## src/rtl/slc_pkg.sv

```systemverilog
// Package of offsets, field layouts, reset values and carriers for the speaker/line control bank.
package slc_pkg;

  // ---------------------------------------------------------------------------
  // Register offsets
  // ---------------------------------------------------------------------------
  localparam logic [7:0] MIDRAIL_BUFFER_CONTROL_ADDR = 8'h04;
  localparam logic [7:0] ANTIPOP_LINE_CONTROL_ADDR   = 8'h08;
  localparam logic [7:0] SPEAKER_BOOST_CONTROL_ADDR  = 8'h09;
  localparam logic [7:0] SPEAKER_CLASS_CONTROL_ADDR  = 8'h0a;

  // ---------------------------------------------------------------------------
  // Field positions
  // ---------------------------------------------------------------------------
  localparam int MIDRAIL_BUFFER_ENABLE_BIT   = 5;
  localparam int LINE_OUTPUT_CLAMP_BIT       = 0;
  localparam int CLAMP_RESISTANCE_SELECT_BIT = 1;
  localparam int LINE_OUTPUT_DISCHARGE_BIT   = 2;
  localparam int DC_BOOST_MSB                = 5;
  localparam int DC_BOOST_LSB                = 3;
  localparam int AC_BOOST_MSB                = 2;
  localparam int AC_BOOST_LSB                = 0;
  localparam int SPEAKER_CLASS_SELECT_BIT    = 6;

  // ---------------------------------------------------------------------------
  // Reset values and boost codes
  // ---------------------------------------------------------------------------
  localparam logic       MIDRAIL_BUFFER_ENABLE_RST   = 1'b0;
  localparam logic       LINE_OUTPUT_CLAMP_RST       = 1'b0;
  localparam logic       CLAMP_RESISTANCE_SELECT_RST = 1'b0;
  localparam logic       LINE_OUTPUT_DISCHARGE_RST   = 1'b0;
  localparam logic       SPEAKER_CLASS_SELECT_RST    = 1'b0;
  localparam logic [2:0] SPEAKER_DC_BOOST_RST        = 3'h3;
  localparam logic [2:0] SPEAKER_AC_BOOST_RST        = 3'h3;
  localparam logic [2:0] BOOST_CODE_MAX              = 3'h5;
  localparam int         BOOST_LEVELS                = 6;

  // Speaker class encodings.
  typedef enum logic {
    SLC_CLASS_D  = 1'b0,
    SLC_CLASS_AB = 1'b1
  } slc_class_t;

  // Controls handed to the analogue speaker driver.
  typedef struct packed {
    slc_class_t                    speaker_class_select;
    logic [BOOST_LEVELS-1:0]       speaker_dc_boost;
    logic [BOOST_LEVELS-1:0]       speaker_ac_boost;
    logic                          boost_code_reserved;
  } slc_speaker_ctrl_t;

  // Controls handed to the analogue line output driver.
  typedef struct packed {
    logic midrail_buffer_enable;
    logic clamp_to_midrail;
    logic clamp_low_resistance;
    logic clamp_high_resistance;
    logic line_output_discharge;
  } slc_line_ctrl_t;

endpackage

```

## src/rtl/slc_regs.sv

```systemverilog
// Control register bank for the speaker class, boost and line output anti-pop controls.
`timescale 1ns/1ps

module slc_regs (
  input  wire logic                      clock,
  input  wire logic                      reset_n,
  input  wire logic                      reg_write,
  input  wire logic                      reg_read,
  input  wire logic [7:0]                reg_addr,
  input  wire logic [7:0]                reg_wdata,
  output logic      [7:0]                reg_rdata,
  output logic                           reg_rdata_valid,
  input  wire logic                      line_output_enable,
  input  wire logic                      speaker_enable,
  output slc_pkg::slc_speaker_ctrl_t     speaker_ctrl,
  output slc_pkg::slc_line_ctrl_t        line_ctrl,
  output logic                           boost_write_while_enabled
);
  import slc_pkg::*;

  // ---------------------------------------------------------------------------
  // Address decode helpers
  // ---------------------------------------------------------------------------

  // True when the address names one of the four registers of this bank.
  // Only exact matches count, so no register shows up at an alias address.
  function automatic logic is_mapped(input logic [7:0] addr);
    is_mapped = (addr == MIDRAIL_BUFFER_CONTROL_ADDR) ||
                (addr == ANTIPOP_LINE_CONTROL_ADDR)   ||
                (addr == SPEAKER_BOOST_CONTROL_ADDR)  ||
                (addr == SPEAKER_CLASS_CONTROL_ADDR);
  endfunction

  // Write strobe for a given register, used once per register below.
  function automatic logic write_hit(input logic       wr,
                                     input logic [7:0] addr,
                                     input logic [7:0] target);
    write_hit = wr && (addr == target);
  endfunction

  // ---------------------------------------------------------------------------
  // Stored fields
  // ---------------------------------------------------------------------------
  logic       midrail_buffer_enable_reg;
  logic       line_output_clamp_reg;
  logic       clamp_resistance_select_reg;
  logic       line_output_discharge_reg;
  logic [2:0] speaker_dc_boost_reg;
  logic [2:0] speaker_ac_boost_reg;
  logic       speaker_class_select_reg;

  logic       wr_midrail;
  logic       wr_antipop;
  logic       wr_boost;
  logic       wr_class;

  // Per-register write strobes. A write to any other address hits none of them,
  // so it is dropped without any sign on the bus.
  assign wr_midrail = write_hit(reg_write, reg_addr, MIDRAIL_BUFFER_CONTROL_ADDR);
  assign wr_antipop = write_hit(reg_write, reg_addr, ANTIPOP_LINE_CONTROL_ADDR);
  assign wr_boost   = write_hit(reg_write, reg_addr, SPEAKER_BOOST_CONTROL_ADDR);
  assign wr_class   = write_hit(reg_write, reg_addr, SPEAKER_CLASS_CONTROL_ADDR);

  // buffer enable store
  // Midrail buffer enable, off after reset.
  // The clamp below cannot connect until this buffer is running.
  always_ff @(posedge clock or negedge reset_n) begin
    if (!reset_n) begin
      midrail_buffer_enable_reg <= MIDRAIL_BUFFER_ENABLE_RST;
    end else if (wr_midrail) begin
      midrail_buffer_enable_reg <= reg_wdata[MIDRAIL_BUFFER_ENABLE_BIT];
    end
  end

  // clamp bit store
  // Line clamp request and its resistance choice share the anti-pop register.
  always_ff @(posedge clock or negedge reset_n) begin
    if (!reset_n) begin
      line_output_clamp_reg       <= LINE_OUTPUT_CLAMP_RST;
      clamp_resistance_select_reg <= CLAMP_RESISTANCE_SELECT_RST;
    end else if (wr_antipop) begin
      line_output_clamp_reg       <= reg_wdata[LINE_OUTPUT_CLAMP_BIT];
      clamp_resistance_select_reg <= reg_wdata[CLAMP_RESISTANCE_SELECT_BIT];
    end
  end

  // discharge store
  // Discharge stays asserted until software writes it back to zero.
  // It has no interlock with the clamp; software chooses the order of the two.
  always_ff @(posedge clock or negedge reset_n) begin
    if (!reset_n) begin
      line_output_discharge_reg <= LINE_OUTPUT_DISCHARGE_RST;
    end else if (wr_antipop) begin
      line_output_discharge_reg <= reg_wdata[LINE_OUTPUT_DISCHARGE_BIT];
    end
  end

  // ac boost store
  // Reserved codes are stored as written so that they read back unchanged;
  // only the decoder downstream treats them specially.
  always_ff @(posedge clock or negedge reset_n) begin
    if (!reset_n) begin
      speaker_dc_boost_reg <= SPEAKER_DC_BOOST_RST;
      speaker_ac_boost_reg <= SPEAKER_AC_BOOST_RST;
    end else if (wr_boost) begin
      speaker_dc_boost_reg <= reg_wdata[DC_BOOST_MSB:DC_BOOST_LSB];
      speaker_ac_boost_reg <= reg_wdata[AC_BOOST_MSB:AC_BOOST_LSB];
    end
  end

  // class select store
  // Class D after reset; a written one moves the driver to class AB.
  // The change reaches speaker_ctrl one cycle later through the output register; no speaker sequencing is applied here.
  always_ff @(posedge clock or negedge reset_n) begin
    if (!reset_n) begin
      speaker_class_select_reg <= SPEAKER_CLASS_SELECT_RST;
    end else if (wr_class) begin
      speaker_class_select_reg <= reg_wdata[SPEAKER_CLASS_SELECT_BIT];
    end
  end

  // ---------------------------------------------------------------------------
  // Read path
  // ---------------------------------------------------------------------------
  logic [7:0] rdata_next;

  // readback image
  // Each register image carries only its described fields; all else is zero.
  // Reads have no side effects, so a repeated read returns the same image.
  always_comb begin
    rdata_next = 8'h00;
    if (is_mapped(reg_addr)) begin
      case (reg_addr)
        MIDRAIL_BUFFER_CONTROL_ADDR: begin
          rdata_next[MIDRAIL_BUFFER_ENABLE_BIT] = midrail_buffer_enable_reg;
        end
        ANTIPOP_LINE_CONTROL_ADDR: begin
          rdata_next[LINE_OUTPUT_CLAMP_BIT]       = line_output_clamp_reg;
          rdata_next[CLAMP_RESISTANCE_SELECT_BIT] = clamp_resistance_select_reg;
          rdata_next[LINE_OUTPUT_DISCHARGE_BIT]   = line_output_discharge_reg;
        end
        SPEAKER_BOOST_CONTROL_ADDR: begin
          rdata_next[DC_BOOST_MSB:DC_BOOST_LSB] = speaker_dc_boost_reg;
          rdata_next[AC_BOOST_MSB:AC_BOOST_LSB] = speaker_ac_boost_reg;
        end
        SPEAKER_CLASS_CONTROL_ADDR: begin
          rdata_next[SPEAKER_CLASS_SELECT_BIT] = speaker_class_select_reg;
        end
        default: begin
          rdata_next = 8'h00;
        end
      endcase
    end
  end

  // Read data is captured one cycle after the read strobe and then held,
  // so the bus side may sample it at its leisure.
  // A read and a write in the same cycle return the contents before the write.
  always_ff @(posedge clock or negedge reset_n) begin
    if (!reset_n) begin
      reg_rdata <= 8'h00;
    end else if (reg_read) begin
      reg_rdata <= rdata_next;
    end
  end

  // One-cycle marker that fresh read data stands on the data port.
  // Back-to-back reads give one marker per read with no gap between them.
  always_ff @(posedge clock or negedge reset_n) begin
    if (!reset_n) begin
      reg_rdata_valid <= 1'b0;
    end else begin
      reg_rdata_valid <= reg_read;
    end
  end

  // ---------------------------------------------------------------------------
  // Boost decode and clamp gating
  // ---------------------------------------------------------------------------
  logic [BOOST_LEVELS-1:0] dc_level;
  logic [BOOST_LEVELS-1:0] ac_level;
  logic                    dc_reserved;
  logic                    ac_reserved;
  logic                    clamp_active;
  logic                    clamp_low_path;
  logic                    clamp_high_path;

  // Both fields use the same decoder module so their code mapping cannot drift apart.
  // dc level decode
  slc_boost_decode u_dc_decode (
    .code      (speaker_dc_boost_reg),
    .level_sel (dc_level),
    .reserved  (dc_reserved)
  );

  slc_boost_decode u_ac_decode (
    .code      (speaker_ac_boost_reg),
    .level_sel (ac_level),
    .reserved  (ac_reserved)
  );

  // The line enable comes from logic on this clock and needs no synchroniser.
  // clamp gating
  slc_clamp_gate u_clamp (
    .clamp_request           (line_output_clamp_reg),
    .clamp_resistance_select (clamp_resistance_select_reg),
    .midrail_buffer_enable   (midrail_buffer_enable_reg),
    .line_output_enable      (line_output_enable),
    .clamp_active            (clamp_active),
    .low_path                (clamp_low_path),
    .high_path               (clamp_high_path)
  );

  // ---------------------------------------------------------------------------
  // Analogue control outputs
  // ---------------------------------------------------------------------------
  slc_speaker_ctrl_t speaker_ctrl_next;
  slc_line_ctrl_t    line_ctrl_next;

  // Bundle the decoded speaker controls.
  // A reserved code on either field is reported on one shared flag.
  always_comb begin
    speaker_ctrl_next.speaker_class_select = slc_class_t'(speaker_class_select_reg);
    speaker_ctrl_next.speaker_dc_boost     = dc_level;
    speaker_ctrl_next.speaker_ac_boost     = ac_level;
    speaker_ctrl_next.boost_code_reserved  = dc_reserved | ac_reserved;
  end

  // Bundle the line output controls.
  // Both resistance paths are offered so the driver needs no decode of its own.
  always_comb begin
    line_ctrl_next.midrail_buffer_enable = midrail_buffer_enable_reg;
    line_ctrl_next.clamp_to_midrail      = clamp_active;
    line_ctrl_next.clamp_low_resistance  = clamp_low_path;
    line_ctrl_next.clamp_high_resistance = clamp_high_path;
    line_ctrl_next.line_output_discharge = line_output_discharge_reg;
  end

  // class and boost out
  // Registered so the analogue side never sees decode glitches; the cost is
  // one cycle of latency after a write, well below any audible scale.
  always_ff @(posedge clock or negedge reset_n) begin
    if (!reset_n) begin
      speaker_ctrl.speaker_class_select <= slc_class_t'(SPEAKER_CLASS_SELECT_RST);
      speaker_ctrl.speaker_dc_boost     <= BOOST_LEVELS'(1) << SPEAKER_DC_BOOST_RST;
      speaker_ctrl.speaker_ac_boost     <= BOOST_LEVELS'(1) << SPEAKER_AC_BOOST_RST;
      speaker_ctrl.boost_code_reserved  <= 1'b0;
    end else begin
      speaker_ctrl <= speaker_ctrl_next;
    end
  end

  // discharge out
  // Line controls, including the discharge pull, registered toward the driver.
  always_ff @(posedge clock or negedge reset_n) begin
    if (!reset_n) begin
      line_ctrl.midrail_buffer_enable <= MIDRAIL_BUFFER_ENABLE_RST;
      line_ctrl.clamp_to_midrail      <= 1'b0;
      line_ctrl.clamp_low_resistance  <= 1'b0;
      line_ctrl.clamp_high_resistance <= 1'b0;
      line_ctrl.line_output_discharge <= LINE_OUTPUT_DISCHARGE_RST;
    end else begin
      line_ctrl <= line_ctrl_next;
    end
  end

  // ---------------------------------------------------------------------------
  // Pop hazard indication
  // ---------------------------------------------------------------------------
  logic boost_changes;

  // A boost write only counts when it actually alters a stored code.
  // Rewriting the same codes is silent, so software may refresh the register.
  assign boost_changes = wr_boost &&
    ((reg_wdata[DC_BOOST_MSB:DC_BOOST_LSB] != speaker_dc_boost_reg) ||
     (reg_wdata[AC_BOOST_MSB:AC_BOOST_LSB] != speaker_ac_boost_reg));

  // pop hazard flag
  // The write is still honoured; this pulse only lets the system see that
  // the speaker was live when its boost moved, which is likely to pop.
  // The pulse is not held; a system that counts hazards must watch every cycle.
  always_ff @(posedge clock or negedge reset_n) begin
    if (!reset_n) begin
      boost_write_while_enabled <= 1'b0;
    end else begin
      boost_write_while_enabled <= boost_changes & speaker_enable;
    end
  end

endmodule

```

## src/rtl/slc_boost_decode.sv

```systemverilog
// One-hot decoder from a three-bit speaker boost code to the six boost levels.
`timescale 1ns/1ps

module slc_boost_decode (
  input  wire logic [2:0]                      code,
  output logic      [slc_pkg::BOOST_LEVELS-1:0] level_sel,
  output logic                                 reserved
);
  import slc_pkg::*;

  // ---------------------------------------------------------------------------
  // Decode
  // ---------------------------------------------------------------------------

  // ascending level order
  // Code n lights level n; a reserved code falls back to unity so the
  // amplifier never sees an undefined gain setting.
  always_comb begin
    level_sel = '0;
    reserved  = 1'b0;
    if (code > BOOST_CODE_MAX) begin
      level_sel[0] = 1'b1;
      reserved     = 1'b1;
    end else begin
      level_sel[code] = 1'b1;
    end
  end

endmodule

```

## src/rtl/slc_clamp_gate.sv

```systemverilog
// Gating of the disabled line output clamp and its resistance path.
`timescale 1ns/1ps

module slc_clamp_gate (
  input  wire logic clamp_request,
  input  wire logic clamp_resistance_select,
  input  wire logic midrail_buffer_enable,
  input  wire logic line_output_enable,
  output logic      clamp_active,
  output logic      low_path,
  output logic      high_path
);

  // ---------------------------------------------------------------------------
  // Clamp qualification
  // ---------------------------------------------------------------------------

  // clamp qualified
  // The clamp only connects while the line driver is off and the buffer runs.
  assign clamp_active = clamp_request & ~line_output_enable & midrail_buffer_enable;

  // resistance path
  // The resistance choice has no effect unless the clamp is connected.
  assign low_path  = clamp_active & clamp_resistance_select;
  assign high_path = clamp_active & ~clamp_resistance_select;

endmodule

```

## config.mk

```make
export PLATFORM = sky130hd
export DESIGN_NAME = slc_regs
export DESIGN_NICKNAME = d
export VERILOG_FILES = /design/src/rtl/slc_pkg.sv /design/src/rtl/slc_regs.sv /design/src/rtl/slc_boost_decode.sv /design/src/rtl/slc_clamp_gate.sv
export SDC_FILE = /design/constraint.sdc
export NUM_CORES = 1
export LEC_CHECK = 0
export BUFFER_PORTS_ARGS = -buffer_cell sky130_fd_sc_hd__buf_2
export CAP_MARGIN = 40
export CORE_MARGIN = 1.5
export CORE_UTILIZATION = 40
export CTS_CLUSTER_DIAMETER = 100
export DETAILED_ROUTE_END_ITERATION = 12
export PLACE_DENSITY = 0.78
export RECOVER_POWER = 50
export SYNTH_ARGS = -nofsm -noshare
export SYNTH_HDL_FRONTEND = slang
export SYNTH_SLANG_ARGS = --single-unit
export TNS_END_PERCENT = 10
```

## constraint.sdc

```tcl
create_clock -name clock -period 1.4 [get_ports clock]
set_input_delay 0.28 -clock clock [delete_from_list [all_inputs] [get_ports clock]]
set_output_delay 0.28 -clock clock [all_outputs]
set_load 0.02 [all_outputs]
```

* Yosys cells after proc, flatten, opt, wreduce, memory -nomap -nowiden
Cells that the tools add are included.
Storage, ports and cells: input bits 22, register bits 40, word-level logic and storage cells 65
Cells by class: reduce and logical (&&, ||, !) cells 11, eq/ne operators 6, magnitude comparators 6, bitwise logic cells 8, muxes and demuxes 15
Operator list (count):
- $eq 8x4->1 const B | 3
- $mux 5 | 2
- $eq 8x3->1 const B | 1
- $lt 3x4->1 const B | 2
- $logic_and 1x1->1 | 7
- $mux 1 | 7
- $mux 7 | 1
- $demux 1 s3 | 2
- $ge 3x1->1 const B | 2
- $gt 3x3->1 const B | 2
- $ne 3x3->1 | 2
- $pmux 3 s2 | 1
- $and 1x1->1 | 5
- $logic_or 1x1->1 | 4
- $mux 2 | 1
- $not 1->1 | 2
- $pmux 1 s2 | 1
- $or 1x1->1 | 1

* Longest topological paths before layout
depth in word-level cells 5, depth in mapped cells 4, depth with buffers taken out 3

* Hierarchy
Synthesis repeated with hierarchy kept, for this count alone.
Unflattened totals: cell total of the unflattened synthesis 109, area, all modules 1610.3 um^2
Modules (own cells, without submodules):
- slc_regs | cells an instance 90, instances 1, area each 1453.9 um^2
- slc_boost_decode | cells an instance 8, instances 2, area each 62.6 um^2
- slc_clamp_gate | cells an instance 3, instances 1, area each 31.3 um^2

* Worst setup path after synthesis
No wires, ideal clock.
kind input to register, start input reg_addr[5], end register speaker_ac_boost_reg[2], arrival 1.335 ns, slack -0.060 ns, cell stages on the path 4, required time 1.275 ns, setup time 0.125 ns, path buffers 1, cells stage by stage nor4_4 > and4_1 > buf_6 > mux2_4
Between the ends: word-level cells in the longest chain between the ends 2
Ends and longest elaborated chain:
- from (decl) | RTL line slc_regs.sv:9 | input wire logic [7:0] reg_addr,
- $eq 8x4->1 | RTL line slc_regs.sv:38 | write_hit = wr && (addr == target);
- $logic_and 1x1->1 | RTL line slc_regs.sv:38
- to (signal assigned) | RTL line slc_regs.sv:107 | speaker_ac_boost_reg <= reg_wdata[AC_BOOST_MSB:AC_BOOST_LSB];
- to (decl) | RTL line slc_regs.sv:49 | logic [2:0] speaker_ac_boost_reg;
No other way between the ends. A chain may end at the register's enable or synchronous reset.

* Worst setup path in the final report
start register speaker_ctrl[10] (netlist name), end output speaker_ctrl[10] (netlist name)
RTL lines:
- from (decl) | RTL line slc_regs.sv:15 | output slc_pkg::slc_speaker_ctrl_t speaker_ctrl,
- from (signal assigned) | RTL line slc_regs.sv:249 | speaker_ctrl <= speaker_ctrl_next;
No word-level cell between the ends.

==> results.md <==
* Crit path buffers/inverters at 1
* Slowest stage cell, crit path: dfstp_2
* TritonCTS Buffers at 5
* Fin Setup TNS at 0 ns
* Placed Area at 2000 um2
* Switching Fraction at 24.0%
* Clk_lat worst skew at 0.29 ns
* Die ar. at 4450 um2
* Yosys reg bits at 39
* GRT Total Usage at 15.8%
* Vias in the first global route at 1095
* Min-delay src: line_output_enable
* Synth area leaders: dfrtp_1, dfstp_2, mux2_2
* Final hold slack at 0.157 ns
* Clock share of power at 33.4%
* Hold depth at 2
* Vias at 1125
* Slew @ Worst Pin at 0.598 ns
* Gate power share at 11.0%
* Top Registers: speaker_ctrl x14, reg_rdata x7, line_ctrl x5
* Lkg Pwr at 1.06 nW
* Port-buffer cells at 48
* Outcome: finished clean
* Post-synth top area share at 50.8%
* Final hold violation count at 0
* Sequential area share after synthesis at 60.6%
* Die Wd at 66.7 um
* Synth warn at 0
* Worst vdd ir at 0.000735 V
* Antenna Cells at 0
* Net Sw Power at 0.512 mW
* Slew Viols, Final at 0
* CP max FO at 1
* Wire length of the first global-routing pass at 5110 um
* Startpoint types: flop
* Max-cap violations at 0
* Layout area overhead at 28.0%
* Root Driver: clkbuf_8
* Synth cell types at 30
* Routed Wire Length at 3080 um
* Largest net degree at the start of global routing at 23
* Worst EP required at 1.12 ns
* CP max stage delay at 0.51 ns
* Final Util at 55.1%
* Slew HR at 60.1%
* Average cell area after synthesis at 13.0 um2
* Post-CTS Setup Bufs at 0
* Syn_nets at 147
* Row cnt at 22
* Nets@finish at 206
* Critical R2R Capture: speaker_ctrl[7]
* Post-CTS Resized at 0
* Detailed router's first-iteration violation count at 57
* Power Density at 1030 nW/um2
* Initial antenna violation count at 0
* Post-Syn Area at 1620 um2
* Final WS setup at 0.173 ns
* Synthesized instance count at 125
* Most common cell after layout, fill and taps aside: buf_2
* Post-detail-place hpwl at 2330 um
* Worst reg2reg path depth at 3
* Final Cycle Share at 87.7%
* Post-DRT Antenna Nets at 0
* Sequential power share at 55.6%
* Synth area leader: dfrtp_1
* CTS Buffer Depth at 2
* Final Setup Violations at 0
* Largest Register: speaker_ctrl
* Area of the core at 3770 um2
* FF-to-FF setup slack at 0.22 ns
* CTS Sinks at 39
* RSZ-0062 raised after global routing: no
* First-pass iteration count of the detailed router at 4
* Post-route DRC at 0
* Max H-tree Level at 2
* Delay-heaviest family, CP: flip-flops
* Worst EP arrival at 0.95 ns
* Die H at 66.7 um
* CP Cell Sequence: buf_2
* Clk slew on worst S/H paths at 0.07 ns
* Grt ovf at 0
* Layout cells sized above 1 at 45.9%
* Int Pwr at 1.62 mW
* Crit end category: primary output
* Worst Hold End: line_ctrl[1]
* FMAX at 815 MHz
* Most frequent cells in the layout: buf_2, dfrtp_1, nand2_1
* # IOs at 51
* Post-route minimum period at 1.23 ns
* TritonCTS clock tree: done
* Routed vias/inst at 4.83
* Max Clock Skew at 0.00356 ns
* Critical path class: reg2out
* Filler cells at 327
* Gpl congestion at 0.753
* Pre-CTS setup slack at -0.128 ns
* Initial Util at 43.1%
* Worst min-delay path class: in2reg
* Post-DR wirelength/cell at 13.2 um
* Worst r2r src: speaker_dc_boost_reg[1]
* Max FFs per register at 14
* Final instance area at 2080 um2
final cells by class:
| type | instances | area, um2 | area share [%] |
|---|---|---|---|
| flip-flops and latches | 39 | 983 | 47.3 |
| multi-input cells | 71 | 572 | 27.5 |
| repair buffers | 62 | 363 | 17.5 |
| clock buffers | 7 | 76.3 | 3.67 |
| well taps | 48 | 60.1 | 2.89 |
| inverters | 5 | 18.8 | 0.903 |
| clock inverters | 1 | 5.00 | 0.241 |
repair_timing:
item / in CTS / in global routing
hold buffers: 1 / 0
endpoints found under the hold margin: 15 / 0
setup endpoints to repair: 0 / 0
how the worst max path moves through the flow:
stage / start / endpoint / slack (ns) / depth (start not counted)
detailed placement: reg_addr[6] / speaker_ac_boost_reg[2] / -0.13 / 5
floorplan: reg_addr[6] / speaker_ac_boost_reg[2] / -0.06 / 4
CTS: speaker_ctrl[10] / speaker_ctrl[10] / 0.16 / 1
global placement: reg_addr[6] / speaker_ac_boost_reg[2] / -0.12 / 5
finish: speaker_ctrl[10] / speaker_ctrl[10] / 0.17 / 1
global route: speaker_dc_boost_reg[1] / speaker_ctrl[9] / 0.08 / 2
metal layers:
metal  part of all wire [%]  track usage [%]
met2                     48             26.0
met5                      0                0
met4                    1.7             7.65
met1                     45             19.3
met3                    4.9             3.89
power by group through the flow:
| stage | clock network, mW | logic (mW) | registers (mW) |
|---|---|---|---|
| 6_report | 0.712 | 0.235 | 1.19 |
| 5_1_grt | 0.767 | 0.260 | 1.19 |
| 4_1_cts | 0.732 | 0.241 | 1.19 |
| 3_5_place_dp | 0 | 0.238 | 1.21 |
| 3_3_place_gp | 0 | 0.233 | 1.21 |
| 2_1_floorplan | 0 | 0.0940 | 1.23 |
cell families (layout without fill, tap and decap cells):
group	count (synthesis)	count (layout)	share of synthesized area (%)
AND/OR/NAND/NOR	41	41	16.5
multiplexers	14	14	11.1
XOR/XNOR	6	6	3.24
AO/OA/AOI/OAI	9	9	4.16
other	1	1	0.231
buffers and inverters	15	75	4.24
flip-flops	39	39	60.6
per-stage QoR:
stage / instances / power [mW]
2_1_floorplan: 125 / 1.32
3_3_place_gp: 224 / 1.44
3_5_place_dp: 224 / 1.45
4_1_cts: 233 / 2.16
5_1_grt: 233 / 2.22
6_report: 233 / 2.13
cell usage after synthesis:
master	count
conb_1	1
buf_4	1
a31o_2	2
mux2_2	8
nand4_1	2
dfstp_2	6
and2_1	1
xor2_1	2
and3b_1	4
o22ai_1	5
buf_6	1
nor3_1	1
and4_1	1
nand3b_1	2
or3_1	2
nand2_1	10
clkbuf_1	7
nor3b_1	8
mux2_4	6
inv_1	5
dfrtp_1	33
xnor2_1	4
nor2_1	1
o311a_1	1
nand3_1	3
nor2b_1	4
a32oi_1	1
and4b_1	1
buf_2	1
nor4_4	1
Note: power is estimated with default switching activity, not from simulation.
